File: config.mk
export PLATFORM = sky130hd
export DESIGN_NAME = ebus_ctrl
export DESIGN_NICKNAME = d
export VERILOG_FILES = /design/src/rtl/ebus_pkg.sv /design/src/rtl/ebus_fifo.sv /design/src/rtl/ebus_phase_timer.sv /design/src/rtl/ebus_ctrl.sv
export VERILOG_INCLUDE_DIRS = /design/src /design/src/rtl
export SDC_FILE = /design/constraint.sdc
export NUM_CORES = 1
export LEC_CHECK = 0
export BUFFER_PORTS_ARGS = -buffer_cell sky130_fd_sc_hd__buf_2
export CAP_MARGIN = 15
export CORE_ASPECT_RATIO = 2
export CORE_MARGIN = 4
export CORE_UTILIZATION = 25
export DETAILED_ROUTE_END_ITERATION = 8
export HOLD_SLACK_MARGIN = 0.05
export PLACE_DENSITY_LB_ADDON = 0.15
export REMOVE_ABC_BUFFERS = 1
export SYNTH_ARGS = -nofsm -noshare
export SYNTH_HDL_FRONTEND = slang
export SYNTH_HIERARCHICAL = 1
export SYNTH_SLANG_ARGS = --single-unit
File: constraint.sdc
create_clock -name clk -period 9.2 [get_ports clk]
set_clock_uncertainty 0.15 [all_clocks]
set_input_delay 0.46 -clock clk [delete_from_list [all_inputs] [get_ports clk]]
set_output_delay 0.46 -clock clk [all_outputs]
set_load 0.005 [all_outputs]
File: src/rtl/ebus_defs.svh
`ifndef EBUS_DEFS_SVH
`define EBUS_DEFS_SVH

`define ADDR_MAX     24
`define BURST_LSB    4
`define TIME_W       4
`define FIFO_DEPTH   8
`define ALE_W_RST    4'h1
`define FETCH_W_RST  4'h2
`define RDWR_W_RST   4'h2
`define HOLD_W_RST   4'h0
`define WIDTH16_RST  1'b0

`endif

File: src/rtl/ebus_pkg.sv
`include "ebus_defs.svh"

package ebus_pkg;

  typedef enum logic [1:0] {
    OP_CODE  = 2'h0,
    OP_READ  = 2'h1,
    OP_WRITE = 2'h2
  } op_kind_e;

  typedef struct packed {
    op_kind_e                  kind;
    logic                      word;
    logic [`ADDR_MAX-1:0]      addr;
    logic [15:0]               wdata;
  } req_s;

  typedef struct packed {
    logic [`TIME_W-1:0]        ale;
    logic [`TIME_W-1:0]        fetch;
    logic [`TIME_W-1:0]        rdwr;
    logic [`TIME_W-1:0]        hold;
  } timing_s;

  typedef enum logic [3:0] {
    ST_IDLE = 4'b0001,
    ST_ALE  = 4'b0010,
    ST_STRB = 4'b0100,
    ST_HOLD = 4'b1000
  } state_e;

endpackage : ebus_pkg

File: src/rtl/ebus_fifo.sv
`timescale 1ns/10ps
`default_nettype none

module ebus_fifo #(
  parameter int WIDTH = 8,
  parameter int DEPTH = 8
) (
  // Clock and reset.
  input  wire logic             clk,
  input  wire logic             srst,
  // Filling side.
  input  wire logic             in_valid,
  output logic                  in_ready,
  input  wire logic [WIDTH-1:0] in_data,
  // Draining side.
  output logic                  out_valid,
  input  wire logic             out_ready,
  output logic [WIDTH-1:0]      out_data
);

  localparam int AW = $clog2(DEPTH);

  if (DEPTH < 2 || (1 << AW) != DEPTH) begin : g_bad_depth
    $error("ebus_fifo depth must be a power of two, at least 2");
  end

  logic [WIDTH-1:0] mem [DEPTH];
  logic [AW:0]      wr_q;
  logic [AW:0]      rd_q;
  logic             push;
  logic             pop;

  assign in_ready  = (wr_q - rd_q) != (AW+1)'(DEPTH);
  assign out_valid = wr_q != rd_q;
  assign out_data  = mem[rd_q[AW-1:0]];
  assign push      = in_valid && in_ready;
  assign pop       = out_valid && out_ready;

  always_ff @(posedge clk) begin
    if (push) begin
      mem[wr_q[AW-1:0]] <= in_data;
    end
  end

  always_ff @(posedge clk) begin
    if (srst) begin
      wr_q <= '0;
      rd_q <= '0;
    end else begin
      wr_q <= wr_q + (AW+1)'(push);
      rd_q <= rd_q + (AW+1)'(pop);
    end
  end

endmodule : ebus_fifo

`default_nettype wire

File: src/rtl/ebus_phase_timer.sv
`timescale 1ns/10ps
`default_nettype none

module ebus_phase_timer #(
  parameter int W = 4
) (
  input  wire logic         clk,
  input  wire logic         srst,
  input  wire logic         load,
  input  wire logic [W-1:0] value,
  output logic              done
);

  if (W < 1) begin : g_bad_width
    $error("ebus_phase_timer needs a counter of at least one bit");
  end

  logic [W-1:0] cnt_q;

  // A loaded value of n gives a phase of n plus one cycles.
  always_ff @(posedge clk) begin
    if (srst) begin
      cnt_q <= '0;
    end else if (load) begin
      cnt_q <= value;
    end else if (cnt_q != '0) begin
      cnt_q <= cnt_q - W'(1);
    end
  end

  assign done = cnt_q == '0;

endmodule : ebus_phase_timer

`default_nettype wire

File: src/rtl/ebus_ctrl.sv
`timescale 1ns/10ps
`default_nettype none
`include "ebus_defs.svh"

module ebus_ctrl #(
  parameter int FIFO_DEPTH = `FIFO_DEPTH
) (
  // Clock and reset.
  input  wire logic                  clk,
  input  wire logic                  srst,
  // Core access requests.
  input  wire logic                  req_valid,
  input  wire ebus_pkg::req_s        req,
  output logic                       req_ready,
  // Read answers.
  output logic                       rsp_valid,
  output logic [15:0]                rsp_data,
  // Configuration and straps.
  input  wire logic                  width_strap,
  input  wire logic                  onchip_code_select_pin_n,
  input  wire logic                  cfg_width_wr,
  input  wire logic                  cfg_width_16,
  input  wire logic [4:0]            cfg_addr_lines,
  input  wire ebus_pkg::timing_s     cfg_timing,
  // Status.
  output logic                       bus_is_16,
  output logic                       boot_internal,
  output logic                       bus_used,
  // External bus pins.
  output logic [`ADDR_MAX-1:0]       addr_o,
  output logic [`ADDR_MAX-1:0]       addr_oe,
  output logic                       ale,
  output logic                       code_fetch_strobe_n,
  output logic                       rd_n,
  output logic                       low_byte_write_strobe_n,
  output logic                       high_byte_write_strobe_n,
  input  wire logic                  wait_req,
  input  wire logic [15:0]           data_i,
  output logic [15:0]                data_o,
  output logic                       data_oe
);
  import ebus_pkg::*;

  if (FIFO_DEPTH < 2) begin : g_bad_fifo
    $error("ebus_ctrl needs a request FIFO of at least two words");
  end

  // ---------------------------------------------------------------
  // Helpers
  // ---------------------------------------------------------------

  function automatic logic [`ADDR_MAX-1:0] eff_addr(input req_s r);
    return r.word ? {r.addr[`ADDR_MAX-1:1], 1'b0} : r.addr;
  endfunction : eff_addr

  function automatic logic burst_ok(input logic lc, input req_s r,
                                    input logic [`ADDR_MAX-1:`BURST_LSB] up);
    return lc && r.kind == OP_CODE && r.addr[`ADDR_MAX-1:`BURST_LSB] == up;
  endfunction : burst_ok

  // Places write data on the lanes that the strobes qualify.
  function automatic logic [15:0] lanes(input req_s r, input logic b16, input logic sub);
    if (!b16) begin
      return {8'h00, sub ? r.wdata[15:8] : r.wdata[7:0]};
    end else if (r.word) begin
      return r.wdata;
    end
    return {r.wdata[7:0], r.wdata[7:0]};
  endfunction : lanes

  function automatic logic [`ADDR_MAX-1:0] line_mask(input logic [4:0] n);
    logic [`ADDR_MAX-1:0] m;
    m = '0;
    for (int i = 0; i < `ADDR_MAX; i++) begin
      m[i] = i < int'(n);
    end
    return m;
  endfunction : line_mask

  // ---------------------------------------------------------------
  // Request buffer
  // ---------------------------------------------------------------

  logic                           fifo_valid;
  logic [$bits(req_s)-1:0]        fifo_raw;
  req_s                           fifo_out;
  logic                           pop;

  ebus_fifo #(
    .WIDTH ($bits(req_s)),
    .DEPTH (FIFO_DEPTH)
  ) u_fifo (
    .clk       (clk),
    .srst      (srst),
    .in_valid  (req_valid),
    .in_ready  (req_ready),
    .in_data   (req),
    .out_valid (fifo_valid),
    .out_ready (pop),
    .out_data  (fifo_raw)
  );

  assign fifo_out = req_s'(fifo_raw);

  // ---------------------------------------------------------------
  // Width and boot straps
  // ---------------------------------------------------------------

  logic                           strap_done_q;
  logic                           bus16_q;
  logic                           boot_int_q;
  logic                           bus_used_q;

  // Straps are caught on the first edge after reset release.
  always_ff @(posedge clk) begin
    if (srst) begin
      strap_done_q <= 1'b0;
      bus16_q      <= `WIDTH16_RST;
      boot_int_q   <= 1'b0;
    end else if (!strap_done_q) begin
      strap_done_q <= 1'b1;
      bus16_q      <= width_strap;
      boot_int_q   <= !onchip_code_select_pin_n;
    end else if (cfg_width_wr && !bus_used_q) begin
      bus16_q      <= cfg_width_16;
    end
  end

  // ---------------------------------------------------------------
  // Sequencer
  // ---------------------------------------------------------------

  state_e                         state_q;
  state_e                         state_d;
  req_s                           cur_q;
  logic                           sub_q;
  logic [`ADDR_MAX-1:0]           bus_addr_q;
  logic                           last_code_q;
  logic [`ADDR_MAX-1:`BURST_LSB]  upper_q;
  logic                           t_load;
  logic [`TIME_W-1:0]             t_val;
  logic                           t_done;
  logic                           fin;
  logic                           step;
  logic                           strb_end;

  ebus_phase_timer #(
    .W (`TIME_W)
  ) u_timer (
    .clk   (clk),
    .srst  (srst),
    .load  (t_load),
    .value (t_val),
    .done  (t_done)
  );

  assign strb_end = state_q == ST_STRB && t_done && !wait_req;

  always_comb begin
    state_d = state_q;
    pop     = 1'b0;
    t_load  = 1'b0;
    t_val   = '0;
    fin     = 1'b0;
    step    = 1'b0;
    case (state_q)
      ST_IDLE: begin
        if (fifo_valid && strap_done_q) begin
          pop    = 1'b1;
          t_load = 1'b1;
          if (burst_ok(last_code_q, fifo_out, upper_q)) begin
            state_d = ST_STRB;
            t_val   = cfg_timing.fetch;
          end else begin
            state_d = ST_ALE;
            t_val   = cfg_timing.ale;
          end
        end
      end
      ST_ALE: begin
        if (t_done) begin
          state_d = ST_STRB;
          t_load  = 1'b1;
          t_val   = cur_q.kind == OP_CODE ? cfg_timing.fetch : cfg_timing.rdwr;
        end
      end
      ST_STRB: begin
        if (strb_end) begin
          if (cur_q.kind == OP_WRITE) begin
            state_d = ST_HOLD;
            t_load  = 1'b1;
            t_val   = cfg_timing.hold;
          end else begin
            fin = 1'b1;
          end
        end
      end
      ST_HOLD: begin
        fin = t_done;
      end
      default: begin
        state_d = ST_IDLE;
      end
    endcase
    if (fin) begin
      // A word on an 8-bit bus takes a second byte cycle at the odd address.
      if (!bus16_q && cur_q.word && !sub_q) begin
        step   = 1'b1;
        t_load = 1'b1;
        if (burst_ok(cur_q.kind == OP_CODE, cur_q, bus_addr_q[`ADDR_MAX-1:`BURST_LSB])) begin
          state_d = ST_STRB;
          t_val   = cfg_timing.fetch;
        end else begin
          state_d = ST_ALE;
          t_val   = cfg_timing.ale;
        end
      end else begin
        state_d = ST_IDLE;
      end
    end
  end

  always_ff @(posedge clk) begin
    if (srst) begin
      state_q <= ST_IDLE;
    end else begin
      state_q <= state_d;
    end
  end

  always_ff @(posedge clk) begin
    if (srst) begin
      cur_q      <= '0;
      sub_q      <= 1'b0;
      bus_addr_q <= '0;
      data_o     <= '0;
    end else if (pop) begin
      cur_q      <= fifo_out;
      sub_q      <= 1'b0;
      bus_addr_q <= eff_addr(fifo_out);
      data_o     <= lanes(fifo_out, bus16_q, 1'b0);
    end else if (step) begin
      sub_q      <= 1'b1;
      bus_addr_q <= {bus_addr_q[`ADDR_MAX-1:1], 1'b1};
      data_o     <= lanes(cur_q, bus16_q, 1'b1);
    end
  end

  // Tracks the upper address that the external latch still holds.
  always_ff @(posedge clk) begin
    if (srst) begin
      last_code_q <= 1'b0;
      upper_q     <= '0;
      bus_used_q  <= 1'b0;
    end else begin
      if (state_q == ST_ALE) begin
        last_code_q <= cur_q.kind == OP_CODE;
        upper_q     <= bus_addr_q[`ADDR_MAX-1:`BURST_LSB];
      end
      if (state_q != ST_IDLE) begin
        bus_used_q <= 1'b1;
      end
    end
  end

  // ---------------------------------------------------------------
  // Read capture
  // ---------------------------------------------------------------

  logic [15:0]                    rdata_q;
  logic                           rsp_q;

  always_ff @(posedge clk) begin
    if (srst) begin
      rdata_q <= '0;
      rsp_q   <= 1'b0;
    end else begin
      rsp_q <= fin && !step && cur_q.kind != OP_WRITE;
      if (strb_end && cur_q.kind != OP_WRITE) begin
        if (bus16_q && cur_q.word) begin
          rdata_q <= data_i;
        end else if (bus16_q) begin
          rdata_q <= {8'h00, bus_addr_q[0] ? data_i[15:8] : data_i[7:0]};
        end else if (sub_q) begin
          rdata_q <= {data_i[7:0], rdata_q[7:0]};
        end else begin
          rdata_q <= {8'h00, data_i[7:0]};
        end
      end
    end
  end

  assign rsp_valid = rsp_q;
  assign rsp_data  = rdata_q;

  // ---------------------------------------------------------------
  // Pin drive
  // ---------------------------------------------------------------

  logic                           wr_phase;

  assign wr_phase = state_q == ST_STRB && cur_q.kind == OP_WRITE;

  assign bus_is_16     = bus16_q;
  assign boot_internal = boot_int_q;
  assign bus_used      = bus_used_q;
  assign addr_o        = bus_addr_q;
  assign addr_oe       = line_mask(cfg_addr_lines);
  assign ale           = state_q == ST_ALE;

  assign code_fetch_strobe_n = !(state_q == ST_STRB && cur_q.kind == OP_CODE);
  assign rd_n                = !(state_q == ST_STRB && cur_q.kind == OP_READ);

  assign low_byte_write_strobe_n =
    !(wr_phase && (!bus16_q || cur_q.word || !bus_addr_q[0]));
  assign high_byte_write_strobe_n =
    !(wr_phase && bus16_q && (cur_q.word || bus_addr_q[0]));

  assign data_oe = cur_q.kind == OP_WRITE && (state_q == ST_STRB || state_q == ST_HOLD);
endmodule : ebus_ctrl

`default_nettype wire

### Word-level counts from Yosys, hierarchy flattened

Memories as Yosys holds them, arrays and structs flattened. A register that Yosys moved wholly into a read port is not among the register bits.
Cells that the tools add are included.

| word-level totals | value |
|---|---|
| register bits after elaboration | 142 |
| latch bits | 0 |
| bits in writable memories | 344 |
| memory bits (read-only) | 0 |
| input port bits | 88 |
| logic and storage cells | 179 |
| memories | 1 |

Memory list:

| memory | words | bits a word | rd ports | clocked after Yosys merged registers in | write ports | line | RTL |
|---|---|---|---|---|---|---|---|
| u_fifo.mem | 8 | 43 | 1 | 1 | 1 | ebus_fifo.sv:27 | `logic [WIDTH-1:0] mem [DEPTH];` |

| cells by class | value |
|---|---|
| add/subtract/negate cells | 4 |
| $mul | 0 |
| div/mod/pow operators | 0 |
| $lt $le $gt $ge | 24 |
| equal/unequal tests | 19 |
| shifts and indexed selects | 0 |
| multiplexer cells | 64 |
| bitwise logic cells | 0 |
| reduce and logical (&&, ||, !) cells | 46 |

Operator list:

| kind | count |
|---|---|
| 2-to-1 mux 16 bit | 11 |
| 2-to-1 mux 4 bit | 17 |
| == test 20 bit | 2 |
| less-than comparator 4 x 5 -> 1 bit (first input constant) | 8 |
| less-than comparator 5 bit (first input constant) | 8 |
| 2-to-1 mux 1 bit | 27 |
| 2-to-1 mux 24 bit | 1 |
| logical AND 1 bit | 22 |
| less-than comparator 3 x 5 -> 1 bit (first input constant) | 4 |
| case mux 4 bit (4 select lines) | 1 |
| case mux 4 bit (3 select lines) | 1 |
| zero test 1 bit | 11 |
| less-than comparator 1 x 5 -> 1 bit (first input constant) | 2 |
| less-than comparator 2 x 5 -> 1 bit (first input constant) | 2 |
| 2-to-1 mux 3 bit | 3 |
| adder 4 x 1 -> 4 bit | 2 |
| 2-to-1 mux 8 bit | 1 |
| != test 3 x 2 -> 1 bit (second input constant) | 2 |
| != test 3 bit (second input constant) | 2 |
| AND reduction 5 bit | 1 |
| == test 4 x 1 -> 1 bit (second input constant) | 1 |
| == test 4 x 2 -> 1 bit (second input constant) | 1 |
| == test 4 x 3 -> 1 bit (second input constant) | 1 |
| == test 4 bit (second input constant) | 1 |
| other kinds (19) | 25 |

### Longest topological paths before layout

| depth | value |
|---|---|
| word-level depth | 12 |
| depth in mapped cells | 16 |
| gate-level depth less buffers | 11 |

### Hierarchy

The synthesis kept the hierarchy.

Modules (own cells, without submodules):

| module | instances | cells each | area an instance (um2) | sequential area each (um2) |
|---|---|---|---|---|
| ebus_fifo | 1 | 648 | 13518.0 | 10490.1 |
| ebus_ctrl | 1 | 749 | 6007.0 | 2522.4 |
| ebus_phase_timer | 1 | 24 | 229.0 | 80.1 |

### Worst setup path after synthesis

No wires, ideal clock.

| timing path | value |
|---|---|
| kind | register -> register |
| start point | register u_fifo.rd_q[1] |
| end point | memory u_fifo/mem[0][0] in the netlist's numbering (enable) |
| library setup time | 0.550 ns |
| arrival time | 6.002 ns |
| path slack | 2.497 ns |
| cell stages (with the launch flop) | 10 |
| clock period less this slack | 6.703 ns |
| cell sequence | dfxtp_1 buf_2 buf_2 buf_2 inv_1 ha_1 nor2b_1 o211a_1 buf_1 nor4_1 |

| between the ends | value |
|---|---|
| cells in the longest elaborated chain, start to end | 5 |

Ends and longest elaborated chain:

| element | line | RTL |
|---|---|---|
| from (decl) | ebus_fifo.sv:29 | `logic [AW:0] rd_q;` |
| from (signal assigned) | ebus_fifo.sv:51 | `rd_q <= rd_q + (AW+1)'(pop);` |
| subtractor 4 bit | ebus_fifo.sv:33 | `assign in_ready = (wr_q - rd_q) != (AW+1)'(DEPTH);` |
| != test 4 bit | ebus_fifo.sv:33 |  |
| logical AND 1 bit | ebus_fifo.sv:36 | `assign push = in_valid && in_ready;` |
| 2-to-1 mux 1 bit | ebus_fifo.sv:40 | `if (push) begin` |
| 2-to-1 mux 1 bit (not written as such) | ebus_fifo.sv:41 | `mem[wr_q[AW-1:0]] <= in_data;` |
| to (decl) | ebus_fifo.sv:27 |  |

No other way between the ends.

### Worst setup path after layout

| timing path | value |
|---|---|
| start point | register u_fifo.rd_q[2] |
| end point | register u_timer.cnt_q[3] |

| between the ends | value |
|---|---|
| cells in the longest elaborated chain, start to end | 7 |

Ends and longest elaborated chain:

| element | line | RTL |
|---|---|---|
| != test 4 bit (*) | ebus_fifo.sv:34 | `assign out_valid = wr_q != rd_q;` |
| net fifo_valid | ebus_ctrl.sv:84 | `logic fifo_valid;` |
| logical AND 1 bit (*) | ebus_ctrl.sv:168 | `if (fifo_valid && strap_done_q) begin` |
| 2-to-1 mux 1 bit (*) | ebus_ctrl.sv:168 |  |
| case mux 1 bit (3 select lines) (*) | ebus_ctrl.sv:166 | `case (state_q)` |
| 2-to-1 mux 1 bit | ebus_ctrl.sv:207 | `if (!bus16_q && cur_q.word && !sub_q) begin` |
| 2-to-1 mux 1 bit (*) | ebus_ctrl.sv:205 | `if (fin) begin` |
| net t_load | ebus_ctrl.sv:140 | `logic t_load;` |
| 2-to-1 mux 4 bit or nonzero test 2 bit (tied branches) | n/a |  |
| to (signal assigned) | ebus_phase_timer.sv:25 | `cnt_q <= value;` |
| to (signal assigned) | ebus_phase_timer.sv:27 | `cnt_q <= cnt_q - W'(1);` |
| to (decl) | ebus_phase_timer.sv:18 | `logic [W-1:0] cnt_q;` |

The timed path passes the listed nets; every way through them passes the cells marked *.
A chain may end at the register's enable or synchronous reset.

==> reports/qor.yml <==
cts_inserted_buffers: 45
grt_use_total: 0.131
wl_per_cell_um: 20.7
grt-ovfl-total: 0
clkLatencyLatePin_ns: 0.57
whs_ns: 0.0951
routed_via_density: 4.50
postCtsResizedCells: 0
fin_area_um2: 23600
tns_ns: 0
antenna_found_initial: 8
cts_sinks: 482
yosys-top-cells-count: "344 x edfxtp_1, 305 x nand2_1, 138 x dfxtp_1"
pin_count: 179
die_height_um: 406
finalSetupViolations: 0
p_switching_mw: 1.35
post_cts.repair.setup_buffers: 0
fin_util: 0.302
synth_top_area_share: 0.523
p_leak_nw: 7.96
drtAntennaViolNets: 0
placed_cells: 2560
cts-root-buf: "clkbuf_16"
ys_warn_count: 6
fin_crit_ns: 5.31
tightest_slew_ns: 1.03
drive_gt1_frac: 0.235
power_frac_seq: 0.495
intPower_mw: 3.75
yosys.area.top_type: "edfxtp_1"
crit_type: "register to register"
rsz0062_at_grt: "false"
drt_iter0_drc: 703
synth_edf_count: 344
yosys_register_bits: 482
critical_path_peak_fanout: 73
ys_types: 65
die_area_um2: 83800
multiInputGateArea_um2: 6210
clkPwrFrac: 0.361
critical_path_arrival_ns: 5.63
syn_avg_cell_area_um2: 13.9
ctsHtreeMaxLevel: 2
status: "completed"
p_comb_frac: 0.145
slew_headroom: 0.312
regArea_um2: 13100
fillers: 7860
powerDensity_nw_per_um2: 216
yosys-top-cells-area: "edfxtp_1 52%, dfxtp_1 14%, mux4_2 9.8%"
syn_inst: 1421
yosysMostFrequentCell: "edfxtp_1"
vias: 12100
ys_seq_area_frac: 0.663
clk_path_buf_depth: 3
num_rows: 145
syn_area_um2: 19800
cts.clk_slew.worst_paths_ns: 0.07
firstDrtPassIters: 5
start_util: 0.253
grt_pass1_vias: 12700
drv_cap: 0
layoutNonFillerInstCount: 2691
gp_congestion: 0.754
async_reset_ff_frac: 0
min_path_type: "primary input to register"
cts_tree: "done"
fin_crit_sh: 0.578
switching_share: 0.264
grt_pass1_wl_mm: 82.1
ir_worst_vdd_mv: 0.112
slew_violations: 0
wl_mm: 55.7
finalHoldViolCount: 0
grt_max_degree: 87
start_kind: "register"
fin_nets: 1720
worstPathRequired_ns: 9.52
port_buffers: 178
max_freq_ghz: 0.188
post-route-drc-count: 0
area_delta_synth_final_pct: 19.4
die_w_um: 207
dp_hpwl_mm: 34.6
placed_area_um2: 21700
ys.flop_type: "edfxtp_1"
end_kind: "register"
coreArea_um2: 78200
==> per-stage QoR <==
stage | total power, mW | setup slack, ns
CTS | 5.21 | 3.70
global route | 5.35 | 3.39
global placement | 3.31 | 3.85
floorplan | 3.02 | -0.322
finish | 5.10 | 3.89
detailed placement | 3.32 | 3.75
==> sequential cells by signal, summed over array words and instances, names as in the netlist <==
name,cells
bus_is_16,1
strap_done_q,1
rsp_valid,1
u_timer/cnt_q,4
sub_q,1
cur_q,39
upper_q,20
addr_o,24
u_fifo/wr_q,4
u_fifo/rd_q,4
bus_used,1
u_fifo/mem,344
boot_internal,1
rsp_data,16
last_code_q,1
state_q,4
data_o,16
==> layer usage <==
layer  vias to the layer above  share of wire  global-route usage
li1                       5687              -                   -
met1                      6055           0.40               0.153
met2                       284           0.53               0.245
met3                        75          0.048              0.0192
met4                         6          0.025              0.0368
met5                         -        0.00066                   0
==> what timing repair did <==
item | CTS | global route
endpoints found under the hold margin | 346 | 0
hold buffers | 45 | 0
setup endpoints to repair | 0 | 0
==> power by group through the flow <==
stage	registers, mW	clock network, mW	logic, mW
floorplan	2.56	0	0.453
global placement	2.57	0	0.735
detailed placement	2.58	0	0.739
CTS	2.53	1.92	0.758
global route	2.54	2.00	0.813
finish	2.52	1.84	0.737
==> cells by family after synthesis <==
| group | count (synthesis) | share of synthesized area |
|---|---|---|
| AO/OA/AOI/OAI | 216 | 0.0677 |
| XOR/XNOR | 50 | 0.0229 |
| adder cells (fa/ha/maj) | 8 | 0.00507 |
| buffers and inverters | 100 | 0.0258 |
| flip-flops | 482 | 0.663 |
| multiplexers | 118 | 0.115 |
| AND/OR/NAND/NOR | 447 | 0.101 |
==> layout make-up <==
class / count / area share
Clock buffer: 61 / 0.0534
Tap cell: 1029 / 0.0546
Inverter: 12 / 0.00191
Sequential cell: 482 / 0.555
Antenna cell: 5 / 0.000530
Clock inverter: 19 / 0.00716
Timing Repair Buffer: 244 / 0.0638
Multi-Input combinational cell: 839 / 0.263
==> final timing paths <==
kind	from	end	depth (start not counted)	slack [ns]
worst min-delay path	cfg_width_16	bus_is_16	3	0.1
worst min register to register	data_o[9]	data_o[9]	2	0.30
worst max-delay path	u_fifo/rd_q[2]	u_timer/cnt_q[3]	13	3.89
worst max register to register	u_fifo/rd_q[2]	u_timer/cnt_q[3]	13	3.89
==> critical path: stages (launching register included) <==
cell      delay (ns)
dfxtp_2         0.31
buf_4           0.51
inv_2           0.04
buf_4           0.34
ha_1            0.42
and3_1          0.18
nand2b_1        0.14
nand3_4         0.70
inv_2           0.03
buf_4           0.42
nor2_1          0.89
nand3b_1        0.33
or2_2           0.40
o32ai_1         0.21
==> placed cells by master (no fill, tap or decap), types with 12 or more instances in the layout <==
master / netlist / final
nor2_1: 46 / 46
xor2_1: 16 / 16
buf_2: 18 / 177
a211oi_1: 26 / 26
nand3_1: 13 / 12
nand2_1: 305 / 305
xnor2_1: 33 / 33
mux4_2: 86 / 86
mux2i_1: 23 / 23
nor2b_1: 22 / 22
dfxtp_1: 138 / 135
edfxtp_1: 344 / 344
buf_4: 2 / 21
dlygate4sd3_1: 0 / 45
a22oi_1: 16 / 16
a21oi_1: 119 / 119
clkbuf_16: 0 / 47
(Power assumes the default switching activity.)
